### src/design/dcs_consts.svh
`ifndef DCS_CONSTS_SVH
`define DCS_CONSTS_SVH
// Register addresses on the 7-bit host address bus
`define DCS_ADDR_CONTROL 7'h78
`define DCS_ADDR_ROUTING 7'h79
`define DCS_ADDR_UNUSED_A 7'h7A
`define DCS_ADDR_UNUSED_B 7'h7B
`define DCS_ADDR_UNUSED_C 7'h7C
`define DCS_ADDR_SIGREV 7'h7D
`define DCS_ADDR_STATUS 7'h7E
`define DCS_ADDR_ACTION 7'h7F
// Reset values
`define DCS_RESET_WORD 16'h0000
// Field positions
`define DCS_CTRL_TEST_BIT 14
`define DCS_SIG_VALID_BIT 15
`define DCS_SIG_HI 14
`define DCS_SIG_LO 3
`define DCS_STAT_CH_LO 12
`define DCS_STAT_OUT_BIT 11
`define DCS_SUMMARY_MASK 16'hF800
`define DCS_SAT_MASK 16'h03FF
`define DCS_ACT_RESET_BIT 1
`define DCS_ACT_SYNC_BIT 0
// Channel status bits that feed a channel summary: 10:7 and 3
`define DCS_CH_FAULT_MASK 16'h0788
// Revision code, value arbitrary
`define DCS_REVISION 3'h5
// Self-test length in core clocks
`define DCS_BIST_CYCLES 8'h40
// Data width of saturating summers
`define DCS_SUM_W 20
`endif

### src/design/dcs_pkg.sv
package dcs_pkg;
  typedef enum logic [1:0] {DCS_BIST_IDLE, DCS_BIST_RUN, DCS_BIST_DONE} dcs_bist_state_t;
  typedef logic [15:0] dcs_word_t;
endpackage

### src/design/dcs_sat_clamp.sv
`timescale 1ns/1ps
`include "dcs_consts.svh"
// Saturating adder: clamps to most positive or most negative plus one
module dcs_sat_clamp
(
  input wire logic signed [`DCS_SUM_W-1:0] a_in, // Operand a
  input wire logic signed [`DCS_SUM_W-1:0] b_in, // Operand b
  output logic signed [`DCS_SUM_W-1:0] sum_out, // Clamped sum
  output logic sat_out // Overflow seen
);
  logic signed [`DCS_SUM_W:0] wide;

  // Extended sum and clamp on overflow
  always_comb
  begin
    wide = {a_in[`DCS_SUM_W-1], a_in} + {b_in[`DCS_SUM_W-1], b_in};
    sat_out = wide[`DCS_SUM_W] != wide[`DCS_SUM_W-1];
    if (!sat_out)
      sum_out = wide[`DCS_SUM_W-1:0];
    else if (wide[`DCS_SUM_W])
      sum_out = {1'b1, {(`DCS_SUM_W-2){1'b0}}, 1'b1};
    else
      sum_out = {1'b0, {(`DCS_SUM_W-1){1'b1}}};
  end
endmodule // dcs_sat_clamp

### src/design/dcs_bank.sv
`timescale 1ns/1ps
`include "dcs_consts.svh"
// Notes on behaviour
// - The self-test valid flag clears when control bit 14 toggles and sets when self-test completes.
// - The self-test signature appears in bits 14:3 of the signature word, trustworthy only when valid.
// - Channel summary bits 15:12 are the OR of channel status bits 10:7 and 3.
// - Writing one to status bits 15:11 clears those summary bits, and bit 11 also clears flags 9:0.
// - Clearing a channel summary also clears that channel's status word.
// - Bit 11 rises on any saturation and clearing it clears flags 9:0.
// - Flags: bit 9 cascade I, bit 8 cascade Q, bits 7:0 I/Q pairs for summers 4 to 1, bit 10 unused.
// - Overflowing summer or cascade data clamps to most positive or most negative plus one and flags it.
// - Action bit 1 issues a self-clearing hard reset that restores the configuration, self-test and status registers, not the registered outputs.
// - Action bit 0 issues a self-clearing sync-out pulse.
// - Control and routing words are read/write, reset to zero, routing applied by the update strobe.
// - The action word is write-only with no readable copy and 0x7A to 0x7C are unused.
// - Each configuration register has a master copy and a slave copy, reads return the slave.
// - Slave copies clear on hard or soft reset, masters only on hard reset.
module dcs_bank
(
  input wire logic clk_sys_in, // Core clock, 20 MHz
  input wire logic reset_in, // Hard reset, sync, active high
  input wire logic soft_reset_in, // Soft reset, clears slave copies
  input wire logic cs_n_in, // Chip select, active low
  input wire logic wr_in, // Write strobe, one cycle per write
  input wire logic rd_in, // Read strobe
  input wire logic [6:0] addr_in, // Register address
  input wire logic [15:0] data_in, // Host write data
  input wire logic update_in, // Update strobe for routing word
  input wire logic [63:0] ch_status_in, // Four channel status words, ch0 low
  input wire logic bist_done_in, // Self-test finished
  input wire logic [11:0] bist_sig_in, // Self-test signature
  input wire logic [8*`DCS_SUM_W-1:0] sum_a_in, // Operand a per lane, lane 2k+1 summer k+1 I, lane 2k its Q
  input wire logic [8*`DCS_SUM_W-1:0] sum_b_in, // Operand b per lane, same lane order
  input wire logic [`DCS_SUM_W-1:0] casc_i_a_in, // Cascade I operand a
  input wire logic [`DCS_SUM_W-1:0] casc_i_b_in, // Cascade I operand b
  input wire logic [`DCS_SUM_W-1:0] casc_q_a_in, // Cascade Q operand a
  input wire logic [`DCS_SUM_W-1:0] casc_q_b_in, // Cascade Q operand b
  output logic [15:0] data_out, // Read data
  output logic data_oe_n_out, // Data bus enable, low while driving
  output logic [15:0] control_out, // Device control slave copy
  output logic [15:0] routing_out, // Routing slave copy
  output logic [3:0] ch_clear_out, // Per-channel status clear pulse
  output logic hard_reset_out, // Self-clearing hard reset pulse
  output logic sync_out, // Self-clearing sync-out pulse
  output logic [8*`DCS_SUM_W-1:0] sum_out, // Clamped summer lanes
  output logic [`DCS_SUM_W-1:0] casc_i_out, // Clamped cascade I
  output logic [`DCS_SUM_W-1:0] casc_q_out // Clamped cascade Q
);
  dcs_pkg::dcs_word_t ctrl_m_r, ctrl_m_nxt, rout_m_r, rout_m_nxt;
  dcs_pkg::dcs_word_t ctrl_s_r, ctrl_s_nxt, rout_s_r, rout_s_nxt;
  dcs_pkg::dcs_word_t stat_r, stat_nxt, dout_r, dout_nxt;
  logic oe_n_r, oe_n_nxt, hrst_r, hrst_nxt, sync_r, sync_nxt;
  logic [3:0] chclr_r, chclr_nxt;
  logic valid_r, valid_nxt, test_q_r, test_q_nxt;
  logic [11:0] sig_r, sig_nxt;
  logic [7:0] bcnt_r, bcnt_nxt;
  dcs_pkg::dcs_bist_state_t bst_r, bst_nxt;
  logic [8*`DCS_SUM_W-1:0] sum_c, sum_r;
  logic [`DCS_SUM_W-1:0] ci_c, cq_c, ci_r, cq_r;
  logic [9:0] sat_c;
  logic wr_hit, rd_hit, any_rst, hard_rst;
  logic [3:0] ch_fault;

  // Host access decode
  assign wr_hit = wr_in && !cs_n_in;
  assign rd_hit = rd_in && !cs_n_in;
  assign hard_rst = reset_in || hrst_r;
  assign any_rst = hard_rst || soft_reset_in;

  // Saturating output summers, one clamp per lane; lane k raises flag k, so I and Q flag apart
  genvar g;
  generate
    for (g = 0; g < 8; g = g + 1)
    begin : g_sum
      dcs_sat_clamp u_lane
      (
        .a_in(sum_a_in[g*`DCS_SUM_W+:`DCS_SUM_W]),
        .b_in(sum_b_in[g*`DCS_SUM_W+:`DCS_SUM_W]),
        .sum_out(sum_c[g*`DCS_SUM_W+:`DCS_SUM_W]),
        .sat_out(sat_c[g])
      );
    end
    for (g = 0; g < 4; g = g + 1)
    begin : g_ch
      assign ch_fault[g] = |(ch_status_in[16*g+:16] & `DCS_CH_FAULT_MASK);
    end
  endgenerate

  // Cascade path saturation
  dcs_sat_clamp u_ci
  (
    .a_in(casc_i_a_in),
    .b_in(casc_i_b_in),
    .sum_out(ci_c),
    .sat_out(sat_c[9])
  );
  dcs_sat_clamp u_cq
  (
    .a_in(casc_q_a_in),
    .b_in(casc_q_b_in),
    .sum_out(cq_c),
    .sat_out(sat_c[8])
  );

  // Master copies, written by host strobe, cleared only by hard reset
  always_comb
  begin
    ctrl_m_nxt = ctrl_m_r;
    rout_m_nxt = rout_m_r;
    if (wr_hit && addr_in == `DCS_ADDR_CONTROL)
      ctrl_m_nxt = data_in;
    if (wr_hit && addr_in == `DCS_ADDR_ROUTING)
      rout_m_nxt = data_in;
  end

  always_ff @(posedge clk_sys_in)
  begin
    if (hard_rst)
    begin
      ctrl_m_r <= `DCS_RESET_WORD;
      rout_m_r <= `DCS_RESET_WORD;
    end
    else
    begin
      ctrl_m_r <= ctrl_m_nxt;
      rout_m_r <= rout_m_nxt;
    end
  end

  // Slave copies on core clock; routing waits for update strobe
  always_comb
  begin
    ctrl_s_nxt = ctrl_m_r;
    rout_s_nxt = update_in ? rout_m_r : rout_s_r;
  end

  always_ff @(posedge clk_sys_in)
  begin
    if (any_rst)
    begin
      ctrl_s_r <= `DCS_RESET_WORD;
      rout_s_r <= `DCS_RESET_WORD;
    end
    else
    begin
      ctrl_s_r <= ctrl_s_nxt;
      rout_s_r <= rout_s_nxt;
    end
  end

  // Self-test sequencer and valid flag
  always_comb
  begin
    bst_nxt = bst_r;
    bcnt_nxt = bcnt_r;
    valid_nxt = valid_r;
    sig_nxt = sig_r;
    test_q_nxt = ctrl_s_r[`DCS_CTRL_TEST_BIT];
    case (bst_r)
      dcs_pkg::DCS_BIST_IDLE:
      begin
        if (test_q_r != ctrl_s_r[`DCS_CTRL_TEST_BIT])
        begin
          valid_nxt = 1'b0;
          bcnt_nxt = `DCS_BIST_CYCLES;
          bst_nxt = dcs_pkg::DCS_BIST_RUN;
        end
      end
      dcs_pkg::DCS_BIST_RUN:
      begin
        bcnt_nxt = bcnt_r - 8'h01;
        if (test_q_r != ctrl_s_r[`DCS_CTRL_TEST_BIT])
        begin
          valid_nxt = 1'b0;
          bcnt_nxt = `DCS_BIST_CYCLES;
        end
        else if (bist_done_in || bcnt_r == 8'h00)
          bst_nxt = dcs_pkg::DCS_BIST_DONE;
      end
      dcs_pkg::DCS_BIST_DONE:
      begin
        valid_nxt = 1'b1;
        sig_nxt = bist_sig_in;
        bst_nxt = dcs_pkg::DCS_BIST_IDLE;
        // A toggle landing on the completion cycle must not be lost
        if (test_q_r != ctrl_s_r[`DCS_CTRL_TEST_BIT])
        begin
          valid_nxt = 1'b0;
          bcnt_nxt = `DCS_BIST_CYCLES;
          bst_nxt = dcs_pkg::DCS_BIST_RUN;
        end
      end
      default:
        bst_nxt = dcs_pkg::DCS_BIST_IDLE;
    endcase
  end

  always_ff @(posedge clk_sys_in)
  begin
    if (any_rst)
    begin
      bst_r <= dcs_pkg::DCS_BIST_IDLE;
      bcnt_r <= 8'h00;
      valid_r <= 1'b0;
      sig_r <= 12'h000;
      test_q_r <= 1'b0;
    end
    else
    begin
      bst_r <= bst_nxt;
      bcnt_r <= bcnt_nxt;
      valid_r <= valid_nxt;
      sig_r <= sig_nxt;
      test_q_r <= test_q_nxt;
    end
  end

  // Fault status: sticky sets win over host clears
  always_comb
  begin
    stat_nxt = stat_r;
    chclr_nxt = 4'h0;
    if (wr_hit && addr_in == `DCS_ADDR_STATUS)
    begin
      stat_nxt = stat_r & ~(data_in & `DCS_SUMMARY_MASK);
      chclr_nxt = data_in[15:12];
      if (data_in[`DCS_STAT_OUT_BIT])
        stat_nxt = stat_nxt & ~`DCS_SAT_MASK;
    end
    stat_nxt[15:12] = stat_nxt[15:12] | ch_fault;
    stat_nxt[9:0] = stat_nxt[9:0] | sat_c;
    stat_nxt[`DCS_STAT_OUT_BIT] = stat_nxt[`DCS_STAT_OUT_BIT] | (|sat_c);
    stat_nxt[10] = 1'b0;
  end

  always_ff @(posedge clk_sys_in)
  begin
    if (any_rst)
    begin
      stat_r <= `DCS_RESET_WORD;
      chclr_r <= 4'h0;
    end
    else
    begin
      stat_r <= stat_nxt;
      chclr_r <= chclr_nxt;
    end
  end

  // Immediate action pulses; reserved bits ignored
  always_comb
  begin
    hrst_nxt = 1'b0;
    sync_nxt = 1'b0;
    if (wr_hit && addr_in == `DCS_ADDR_ACTION)
    begin
      hrst_nxt = data_in[`DCS_ACT_RESET_BIT];
      sync_nxt = data_in[`DCS_ACT_SYNC_BIT];
    end
  end

  always_ff @(posedge clk_sys_in)
  begin
    if (reset_in || hrst_r)
    begin
      hrst_r <= 1'b0;
      sync_r <= 1'b0;
    end
    else
    begin
      hrst_r <= hrst_nxt;
      sync_r <= sync_nxt;
    end
  end

  // Read mux returns slave copies
  always_comb
  begin
    oe_n_nxt = !rd_hit;
    case (addr_in)
      `DCS_ADDR_CONTROL: dout_nxt = ctrl_s_r;
      `DCS_ADDR_ROUTING: dout_nxt = rout_s_r;
      `DCS_ADDR_SIGREV: dout_nxt = {valid_r, sig_r, `DCS_REVISION};
      `DCS_ADDR_STATUS: dout_nxt = stat_r;
      default: dout_nxt = 16'h0000;
    endcase
    if (!rd_hit)
      dout_nxt = 16'h0000;
  end

  // Registered outputs, summer data included
  always_ff @(posedge clk_sys_in)
  begin
    if (reset_in)
    begin
      dout_r <= 16'h0000;
      oe_n_r <= 1'b1;
      sum_r <= '0;
      ci_r <= '0;
      cq_r <= '0;
    end
    else
    begin
      dout_r <= dout_nxt;
      oe_n_r <= oe_n_nxt;
      sum_r <= sum_c;
      ci_r <= ci_c;
      cq_r <= cq_c;
    end
  end

  assign data_out = dout_r;
  assign data_oe_n_out = oe_n_r;
  assign control_out = ctrl_s_r;
  assign routing_out = rout_s_r;
  assign ch_clear_out = chclr_r;
  assign hard_reset_out = hrst_r;
  assign sync_out = sync_r;
  assign sum_out = sum_r;
  assign casc_i_out = ci_r;
  assign casc_q_out = cq_r;
endmodule // dcs_bank

### config.mk
export PLATFORM = sky130hd
export DESIGN_NAME = dcs_bank
export DESIGN_NICKNAME = d
export VERILOG_FILES = /design/src/design/dcs_pkg.sv /design/src/design/dcs_sat_clamp.sv /design/src/design/dcs_bank.sv
export VERILOG_INCLUDE_DIRS = /design/src /design/src/design
export SDC_FILE = /design/constraint.sdc
export NUM_CORES = 1
export LEC_CHECK = 0
export BUFFER_PORTS_ARGS = -buffer_cell sky130_fd_sc_hd__buf_4
export CAP_MARGIN = 10
export CORE_AREA = 2 2 297 299
export DETAILED_ROUTE_END_ITERATION = 7
export DIE_AREA = 0 0 299 301
export PLACE_DENSITY = 0.59
export SLEW_MARGIN = 20
export SYNTH_ARGS = -nofsm -noshare
export SYNTH_HDL_FRONTEND = slang
export SYNTH_HIERARCHICAL = 1
export SYNTH_SLANG_ARGS = --single-unit
export TNS_END_PERCENT = 20
### constraint.sdc
create_clock -name clk_sys_in -period 6 [get_ports clk_sys_in]
set_input_delay 1.2 -clock clk_sys_in [delete_from_list [all_inputs] [get_ports clk_sys_in]]
set_output_delay 1.2 -clock clk_sys_in [all_outputs]
set_load 0.01 [all_outputs]
* Word level (Yosys, flattened, before mapping)
Cells that the tools add are included.
** Storage, ports and cells
- ROM bits :: 0
- Bits in latches :: 0
- Memories :: 0
- Memory bits (writable) :: 0
- Flip-flop bits (word level) :: 327
** Cells by class
- Eq/ne operators :: 23
- Bitwise operators :: 8
- Divide/modulo/power cells :: 0
- Reductions and logical operators :: 28
- Multiplexer cells :: 34
- Multiply operators :: 0
- Magnitude comparators :: 0
- Shift operators :: 0
- $add $sub $neg :: 11
** Operator list (number)
- $mux 20 :: 20
- $add 20x20->21 :: 10
- $pmux 16 s4 :: 1
- $eq 7x7->1 const B :: 5
- $reduce_or 5->1 :: 4
- $and 16x16->16 :: 1
- $mux 16 :: 1
- $mux 8 :: 2
- $not 16->16 :: 1
- $pmux 8 s2 :: 1
- $ne 1x1->1 :: 11
- $mux 10 :: 1
- $or 10x10->10 :: 1
- $reduce_or 10->1 :: 1
- $reduce_or 2->1 :: 5
- $logic_not 8->1 :: 1
- $sub 8x1->8 const B :: 1
- $logic_and 1x1->1 :: 6
- $mux 2 :: 3
- $ne 2x2->1 const B :: 3
- $pmux 2 s3 :: 1
- $ne 2x1->1 const B :: 2
- $or 4x4->4 :: 1
- $reduce_and 2->1 :: 2
- 11 further kinds :: 19

* Depth between registers and ports, before layout
Gate-level depths: netlist of run 1.
- Depth after elaboration :: 5
- Gate-level depth with buffers :: 14

* Modules after synthesis
Netlist of run 1, hierarchy kept.
** By module, submodules not included
- dcs_bank :: instances 1, cells each 970, area each 10318.6 sq um
- dcs_sat_clamp at g_sum[4].u_lane ... :: instances 6, cells each 159, area each 1169.9 sq um
- dcs_sat_clamp at g_sum[0].u_lane ... :: instances 4, cells each 172, area each 1285.0 sq um

* Least setup slack after synthesis of run 1
OpenSTA, ideal clock, no wires.
- Path kind :: input to register
- From :: input port sum_a_in[60]
- To :: register stat_r[11]
- Buffers on the path :: 1
- Slack :: 1.897 ns
- Arrival time :: 3.986 ns
- Stages :: 14
- Setup time :: 0.117 ns
- Cell sequence :: ha_1 fa_1 a21o_1 a221oi_2 o21bai_2 o31a_1 o311a_1 buf_6 inv_2 and3_1 nor2_1 nor4_1 nand3_1 a22o_1
** On the way
- Word-level cells in the longest chain between the ends :: 4
** Ends and longest elaborated chain
- start: declaration :: line dcs_bank.sv:32 : input wire logic [8*`DCS_SUM_W-1:0] sum_a_in,
- $add 20x20->21 :: line dcs_sat_clamp.sv:16 : wide = {a_in[`DCS_SUM_W-1], a_in} + {b_in[`DCS_SUM_W-1], b_in};
- $ne 1x1->1 :: line dcs_sat_clamp.sv:17 : sat_out = wide[`DCS_SUM_W] != wide[`DCS_SUM_W-1];
- net sat_c[3] :: line dcs_bank.sv:60 : logic [9:0] sat_c;
- $reduce_or 10->1 :: line dcs_bank.sv:232 : stat_nxt[`DCS_STAT_OUT_BIT] = stat_nxt[`DCS_STAT_OUT_BIT] | (|sat_c);
- $or 1x1->1 :: line dcs_bank.sv:232
- end signal: assignment :: line dcs_bank.sv:240 : stat_r <= `DCS_RESET_WORD;
- end signal: assignment :: line dcs_bank.sv:245 : stat_r <= stat_nxt;
- end: declaration :: line dcs_bank.sv:51 : dcs_pkg::dcs_word_t stat_r, stat_nxt, dout_r, dout_nxt;
The timed path passes the listed nets, and every way through them passes these cells.
A chain may end at the register's enable or synchronous reset.

* Final worst setup path of run 1
- From :: input port sum_b_in[40]
- To :: register stat_r[11]
** On the way
- Word-level cells in the longest chain between the ends :: 4
** Ends and longest elaborated chain
- start: declaration :: line dcs_bank.sv:33 : input wire logic [8*`DCS_SUM_W-1:0] sum_b_in,
- $add 20x20->21 :: line dcs_sat_clamp.sv:16
- $ne 1x1->1 :: line dcs_sat_clamp.sv:17
- net sat_c[2] :: line dcs_bank.sv:60
- $reduce_or 10->1 :: line dcs_bank.sv:232
- $or 1x1->1 :: line dcs_bank.sv:232
The timed path passes the listed nets, and every way through them passes these cells.

==> out/metrics.yaml, run 1 <==
clock.fmax_ghz: 0.233
worst_pin_slew_ns: 0.975
final_cells: 4454
num_vias: 21455
synth_top_family_by_area: "compound AO/OA/AOI/OAI gates"
clock_skew_ns: 0.0136
p_leak_uw: 0.0130
synth_top_area_share_pct: 29.0
critPathMaxFanout: 10
post_cts_buffers: 0
hold_path_class: "register to register"
grt_pass1_vias: 20556
dr.first_iter.drc_count: 1199
drv_cap: 0
crit_family: "compound AO/OA/AOI/OAI gates"
grt_remaining_overflow: 0
ys_warn_count: 6
vias_per_cell: 4.82
arrival_ns: 4.76
start_util_pct: 26.0
grt_start_max_net_pins: 149
dp_hpwl_um: 70100
drc: 0
rsz0062_at_grt: "false"
worstRegToRegCells: 5
numPlacedInstances: 4374
hold_start: "ctrl_m_r[11]$_SDFFE_PP0P_"
reg2reg_to: "stat_r[3]$_SDFF_PP0_"
yosys-top-cells-area: "dfxtp_1, ha_1, nor2b_1"
drive_gt1_share_pct: 31.8
place_congestion: 0.937
dieArea_um2: 90000
synth.net_count: 3331
synth_area_um2: 22500
die_h_um: 301
critPathKind: "primary input to register"
clk_path_buf_depth: 3
cts_resized: 0
hold_viol: 0
antenna_found_initial: 6
ctsHtreeMaxLevel: 2
chipWidth_um: 299
min_path_cells: 2
numCtsBuffers: 43
postRouteAntennaNets: 0
synth-async-reset-ratio_pct: 0
outcome: "complete, no violations"
vdd_drop_max_uv: 185
r2r-start: "hard_reset_out$_SDFF_PP0_"
wl_per_cell_um: 19.1
setup_viol: 0
wl_um: 85200
synthCells: 2612
critPathLaunch: "sum_b_in[40]"
critical-path-max-stage-delay_ns: 0.50
io_pins: 762
cp_cell_sequence: "buf_4 > ha_1 > fa_1 > a21o_1 > a221oi_2 > o21bai_2 > o31a_1 > o311a_1 > inv_2 > and3_1 > nor2_1 > nor4_1 > nand3_1 > a22o_1"
ys_seq_area_share_pct: 29.0
clock_sinks: 326
period_needed_ns: 4.29
core_area_um2: 86500
synth.distinct_cells: 78
worstPathRequired_ns: 6.47
critical_path_buf_inv_count: 2
crit_path_start_kind: "primary input"
clock_latency_ns: 0.58
synthSimpleGateAreaFrac_pct: 20.3
ys.flop_type: "dfxtp_1"
max_slew_margin_pct: 35.0
ff2ff_setup_slack_ns: 4.12
syn_avg_cell_area_um2: 8.61
end_kind: "register"
area_growth_pct: 33.9
synth-adder-area-share_pct: 14.1
finalSetupTns_ns: 0
slew_viol_final: 0
tritoncts: "built"
dr.pass1.iters: 5
port_buffers: 717
layout_commonest_cell: "buf_4"
synthMuxAreaShare_pct: 1.35
hold_buffers: 0
slowest_stage: "o311a_1"
path_clk_slew_ns: 0.06
p_per_area_nw_per_um2: 265
synth_compound_gate_area_share_pct: 24.6
cts_root_buf: "clkbuf_16"
synth_edf_count: 0
grt_usage_pct: 18.0
final_cell_mix: "buf_4, dfxtp_1, a21oi_1, nor2b_1, ha_1"
ys_seq_elements: 326
grt_pass1_wl_um: 126000
synth_top_area_cell: "dfxtp_1"
fillerInstances: 9064
worst_hold_path.endpoint: "ctrl_m_r[11]$_SDFFE_PP0P_"
nNetsFinal: 3985
rows: 108
synthXorXnorAreaFrac_pct: 6.23
fin_crit_sh_pct: 71.5
[cell type report]
| class | count | area, um^2 | share of cell area (%) |
|---|---|---|---|
| Sequential cell | 326 | 6530 | 21.7 |
| Tap cell | 1155 | 1450 | 4.80 |
| Timing Repair Buffer | 725 | 5470 | 18.2 |
| Inverter | 77 | 289 | 0.960 |
| Clock inverter | 17 | 198 | 0.657 |
| Clock buffer | 58 | 1210 | 4.03 |
| Antenna cell | 3 | 7.51 | 0.0249 |
| Multi-Input combinational cell | 2093 | 15000 | 49.7 |
[worst min-delay path, delay by kind of cell (launching register included)]
kind / cells / cell delay, ns
DFF: 1 / 0.30
and+or+nand+nor: 1 / 0.05
AOI/OAI and AO/OA: 1 / 0.05
[sequential cells by signal (all words and copies together) (netlist names), 12 cells and up]
register / count
sum_out: 160
sig_r: 12
casc_i_out: 20
ctrl_m_r: 16
casc_q_out: 20
stat_r: 15
data_out: 16
rout_m_r: 16
control_out: 16
routing_out: 16
[cell families (layout without fill, tap and decap cells)]
group / after synthesis / count (layout)
muxes: 30 / 30
and+or+nand+nor: 851 / 851
buffers and inverters: 193 / 877
other: 0 / 3
xor gates and xnor gates: 160 / 160
adders and majority gates: 252 / 252
AOI/OAI and AO/OA: 800 / 800
DFF: 326 / 326
[cells in the mapped netlist (13+ instances only)]
cell type / number
nand2b_1: 17
o211ai_1: 28
nor2_1: 128
a21o_1: 38
buf_2: 22
dfxtp_1: 326
inv_1: 73
and2_1: 44
xor2_1: 67
nand4_1: 15
a211oi_1: 13
buf_6: 26
xnor2_1: 93
o21ai_2: 84
a31oi_1: 29
a21oi_2: 20
o21bai_1: 18
a22o_1: 21
o21ai_0: 130
nand3_1: 83
nand2_1: 197
clkbuf_1: 62
and3_1: 26
ha_1: 202
maj3_2: 28
nor3_1: 36
nor2b_1: 214
o21a_1: 19
mux2i_1: 28
nand2_2: 20
a21oi_1: 262
[where the power goes]
part           internal [uW]  leakage, uW  switching (uW)  total [uW]
combinational           1350      0.00964            1550        2900
sequential              2420      0.00269            90.6        2510
clock                   1510     0.000684            1060        2570
[per-layer routing]
metal | track usage [%] | part of all wire (%) | routed length (um) | vias up
met4 | 4.99 | 2.6 | 2210 | 2
met3 | 4.04 | 7.0 | 5990 | 105
met5 | 0 | 0.019 | 16 | -
li1 | - | - | - | 10641
met2 | 29.9 | 47 | 39900 | 731
met1 | 23.4 | 43 | 37000 | 9976
[worst max-delay path by stage]
| stage | slack, ns | cells past startpoint | endpoint |
|---|---|---|---|
| 6_report | 1.71 | 14 | stat_r[11]$_SDFF_PP0_ |
| 5_1_grt | 1.64 | 14 | stat_r[11]$_SDFF_PP0_ |
| 4_1_cts | 1.84 | 14 | stat_r[11]$_SDFF_PP0_ |
| 3_5_place_dp | 1.18 | 14 | stat_r[11]$_SDFF_PP0_ |
| 3_3_place_gp | 1.21 | 14 | stat_r[11]$_SDFF_PP0_ |
| 2_1_floorplan | 1.90 | 14 | stat_r[11]$_SDFF_PP0_ |
[per-stage QoR]
| stage | area (um^2) | power, uW | setup slack (ns) | hold slack, ns | util, % |
|---|---|---|---|---|---|
| after detailed placement | 28700 | 5460 | 1.18 | 0.440 | 33.1 |
| final | 30100 | 7980 | 1.71 | 0.446 | 34.8 |
| after CTS | 30100 | 8110 | 1.84 | 0.447 | 34.8 |
| after floorplan | 22500 | 4370 | 1.90 | 0.427 | - |
| after global routing | 30100 | 8450 | 1.64 | 0.463 | 34.8 |
| after global placement | 28700 | 5450 | 1.21 | 0.433 | 33.1 |
(Power assumes the default switching activity.)
==> run 2, diff against run 1 <==
clock period = 4.2 ns   (was 6 ns; I/O delays follow)
==> out/metrics.yaml, run 2 (synthesized netlist as in run 1, its figures left out) <==
final_cell_mix: "buf_4, dfxtp_1, a21oi_1, nor2b_1, ha_1"
cts_resized: 0
dp_hpwl_um: 70900
worstRegToRegCells: 4
hold_buffers: 0
slew_viol_final: 0
drc: 0
core_area_um2: 86500
path_clk_slew_ns: 0.06
worst_pin_slew_ns: 0.823
hold_path_class: "primary input to register"
hold_viol: 0
p_leak_uw: 0.0133
period_needed_ns: 3.58
wl_um: 85500
drv_cap: 0
max_slew_margin_pct: 45.1
post_cts_buffers: 0
dieArea_um2: 90000
clock_latency_ns: 0.59
port_buffers: 717
p_per_area_nw_per_um2: 385
clk_path_buf_depth: 3
num_vias: 21683
vdd_drop_max_uv: 253
wl_per_cell_um: 19.0
critPathMaxFanout: 3
fin_crit_sh_pct: 85.3
setup_viol: 0
layout_commonest_cell: "buf_4"
grt_start_max_net_pins: 119
antenna_found_initial: 4
grt_pass1_vias: 20899
clock.fmax_ghz: 0.279
drive_gt1_share_pct: 32.8
rsz0062_at_grt: "false"
dr.pass1.iters: 5
worstPathRequired_ns: 4.68
tritoncts: "built"
start_util_pct: 26.0
finalSetupTns_ns: 0
grt_pass1_wl_um: 127000
dr.first_iter.drc_count: 1127
place_congestion: 0.934
grt_usage_pct: 18.1
end_kind: "register"
cts_root_buf: "clkbuf_16"
io_pins: 762
postRouteAntennaNets: 0
clock_skew_ns: 0.0127
arrival_ns: 4.06
chipWidth_um: 299
critPathKind: "primary input to register"
ctsHtreeMaxLevel: 2
die_h_um: 301
vias_per_cell: 4.82
clock_sinks: 326
largest_reg_flops: 160
min_path_cells: 2
rows: 108
outcome: "complete, no violations"
power_uw: 11800
area_growth_pct: 35.9
numCtsBuffers: 44
grt_remaining_overflow: 0
nNetsFinal: 4028
crit_path_start_kind: "primary input"
[run 2: path summary, 6_finish.rpt]
kind / slack (ns) / end / from
worst min-delay path: 0.41 / data_oe_n_out$_SDFF_PP1_ / rd_in
worst min register to register: 0.45 / ctrl_m_r[12]$_SDFFE_PP0P_ / ctrl_m_r[12]$_SDFFE_PP0P_
worst max register to register: 2.42 / stat_r[0]$_SDFF_PP0_ / hard_reset_out$_SDFF_PP0_
worst max-delay path: 0.62 / stat_r[11]$_SDFF_PP0_ / sum_a_in[40]
[run 2: through the flow]
step           cell area, um^2  std cells  worst slack [ns]  hold WS (ns)  util (%)
3_3_place_gp             29000       4418             0.120         0.434      33.5
5_1_grt                  30500       4501             0.515         0.384      35.3
4_1_cts                  30500       4500             0.696         0.364      35.3
6_report                 30500       4501             0.619         0.415      35.3
3_5_place_dp             29000       4418            0.0987         0.440      33.5
2_1_floorplan            22500       2612             0.457         0.427         -
[run 2: layer usage]
layer | wire length (um) | vias to the layer above | track usage, % | share of wire [%]
met4 | 1880 | 2 | 4.63 | 2.2
li1 | - | 10723 | - | -
met2 | 40100 | 729 | 30.4 | 47
met5 | 13 | - | 0 | 0.015
met1 | 37600 | 10124 | 23.4 | 44
met3 | 5960 | 105 | 3.95 | 7.0
[run 2: worst max-delay path, cell delays in order]
cell	delay, ns
buf_4	0.11
ha_1	0.21
fa_1	0.40
a21o_1	0.22
a221oi_2	0.28
o21bai_2	0.13
o31a_1	0.28
o311a_1	0.36
inv_2	0.08
and3_1	0.18
nor2_1	0.13
nor4_1	0.44
nand3_1	0.14
a22o_1	0.24
[run 2: layout make-up]
type | count | area [um^2]
inverters | 77 | 289
repair buffers | 767 | 5790
multi-input cells | 2093 | 15000
clock inverters | 26 | 324
fillers | 9096 | 55900
well taps | 1155 | 1450
flip-flops and latches | 326 | 6530
diodes | 1 | 2.50
clock buffers | 56 | 1210
[run 2: report_power, final]
part           total [uW]  switching [uW]  internal, uW
Combinational        4230            2230          2010
Sequential           3580             128          3450
Clock                3940            1620          2330
==> run 3, diff against run 2 <==
RECOVER_POWER = 100   (was default)
==> out/metrics.yaml, run 3 (synthesized netlist as in run 1, its figures left out) <==
start_util_pct: 26.0
grt_pass1_wl_um: 127000
hold_path_class: "primary input to register"
worst_pin_slew_ns: 2.07
dr.first_iter.drc_count: 1176
cts_root_buf: "clkbuf_16"
r2r-start: "hard_reset_out$_SDFF_PP0_"
max_slew_margin_pct: -38.3
critPathLaunch: "sum_a_in[40]"
critPathKind: "primary input to register"
chipWidth_um: 299
outcome: "complete, but fails checks"
place_congestion: 0.934
arrival_ns: 4.15
vdd_drop_max_uv: 250
dr.pass1.iters: 5
clock.fmax_ghz: 0.272
end_kind: "register"
pwr-share-seq_pct: 31.4
period_needed_ns: 3.68
finalSetupTns_ns: 0
area_growth_pct: 30.3
core_area_um2: 86500
min_path_cells: 2
hold_slack_ns: 0.413
tritoncts: "built"
drv_cap: 1
drc: 0
p_int_uw: 7460
grt_remaining_overflow: 0
p_sw_uw: 3920
hold_buffers: 0
netSwitchingFraction_pct: 34.4
numPlacedInstances: 4418
cts_resized: 0
wl_um: 85700
critPathMaxFanout: 3
die_h_um: 301
clock_latency_ns: 0.59
num_vias: 21738
slew_viol_final: 88
clockPowerShare_pct: 34.6
dp_hpwl_um: 70900
post_cts_buffers: 0
crit_path_start_kind: "primary input"
ff2ff_setup_slack_ns: 2.05
hold_start: "rd_in"
violations: "max-capacitance violations, max-slew violations"
final_cells: 4502
hold_viol: 0
fin_crit_sh_pct: 87.5
ff_latch_area_um2: 6530
postRouteAntennaNets: 0
path_clk_slew_ns: 0.06
reg2reg_to: "stat_r[0]$_SDFF_PP0_"
setup_viol: 0
grt_pass1_vias: 20899
grt_usage_pct: 18.1
ctsHtreeMaxLevel: 2
vias_per_cell: 4.83
worstRegToRegCells: 4
numCtsBuffers: 44
fin_ws_ns: 0.525
dp_worst_setup_slack_ns: 0.0987
rows: 108
drive_gt1_share_pct: 22.6
fillerInstances: 9345
multi_input_area_um2: 14700
rsz0062_at_grt: "false"
p_leak_uw: 0.0121
port_buffers: 717
p_per_area_nw_per_um2: 389
io_pins: 762
clk_path_buf_depth: 3
grt_start_max_net_pins: 119
worst_hold_path.endpoint: "data_oe_n_out$_SDFF_PP1_"
nNetsFinal: 4028
clock_skew_ns: 0.0105
power_frac_comb_pct: 33.9
wl_per_cell_um: 19.0
worstPathRequired_ns: 4.68
final_cell_mix: "buf_4, dfxtp_1, a21oi_1, clkbuf_1, nor2b_1"
clock_sinks: 326
antenna_found_initial: 4
largest_reg_flops: 160
layout_commonest_cell: "buf_4"
dieArea_um2: 90000
## run 3: worst max-delay path by stage
stage                                        to  slack [ns]  depth (start not counted)
after floorplan           stat_r[11]$_SDFF_PP0_        0.46                         14
after global placement    stat_r[11]$_SDFF_PP0_        0.12                         14
after detailed placement  stat_r[11]$_SDFF_PP0_         0.1                         14
after CTS                 stat_r[11]$_SDFF_PP0_        0.70                         14
after global routing      stat_r[11]$_SDFF_PP0_        0.28                         13
final                     stat_r[11]$_SDFF_PP0_        0.52                         14
## run 3: layout make-up
cell class              count  area share (%)
clock buffers              56            4.12
well taps                1155            4.94
diodes                      2          0.0171
clock inverters            26            1.11
repair buffers            767            16.3
inverters                  77           0.987
multi-input cells        2093            50.2
flip-flops and latches    326            22.3
## run 3: power groups by stage
stage	clock network (uW)	registers (uW)	logic [uW]
after CTS	4080	3580	4260
after floorplan	0	3790	2460
final	3940	3570	3860
after global placement	0	3650	4230
after global routing	4200	3600	4240
after detailed placement	0	3650	4240
## run 3: metrics by stage
| stage | area [um^2] | utilization [%] | total power [uW] |
|---|---|---|---|
| finish | 29300 | 33.9 | 11400 |
| global route | 29300 | 33.9 | 12000 |
| CTS | 30500 | 35.3 | 11900 |
| detailed placement | 29000 | 33.5 | 7890 |
| global placement | 29000 | 33.5 | 7880 |
| floorplan | 22500 | - | 6250 |
## run 3: routing by layer
metal  vias to the layer above  share of wire [%]  global-route usage, %
met4                         2                2.3                   4.63
met1                     10167                 44                   23.4
met3                       114                6.6                   3.95
met5                         -              0.015                      0
li1                      10737                  -                      -
met2                       718                 47                   30.4
## run 3: critical path: stages
cell	delay (ns)
buf_4	0.11
ha_1	0.21
fa_1	0.41
a21o_1	0.21
a221oi_1	0.38
o21bai_2	0.15
o31a_1	0.29
o311a_1	0.36
inv_1	0.10
and3_1	0.18
nor2_1	0.13
nor4_1	0.41
nand3_1	0.14
a22o_1	0.24
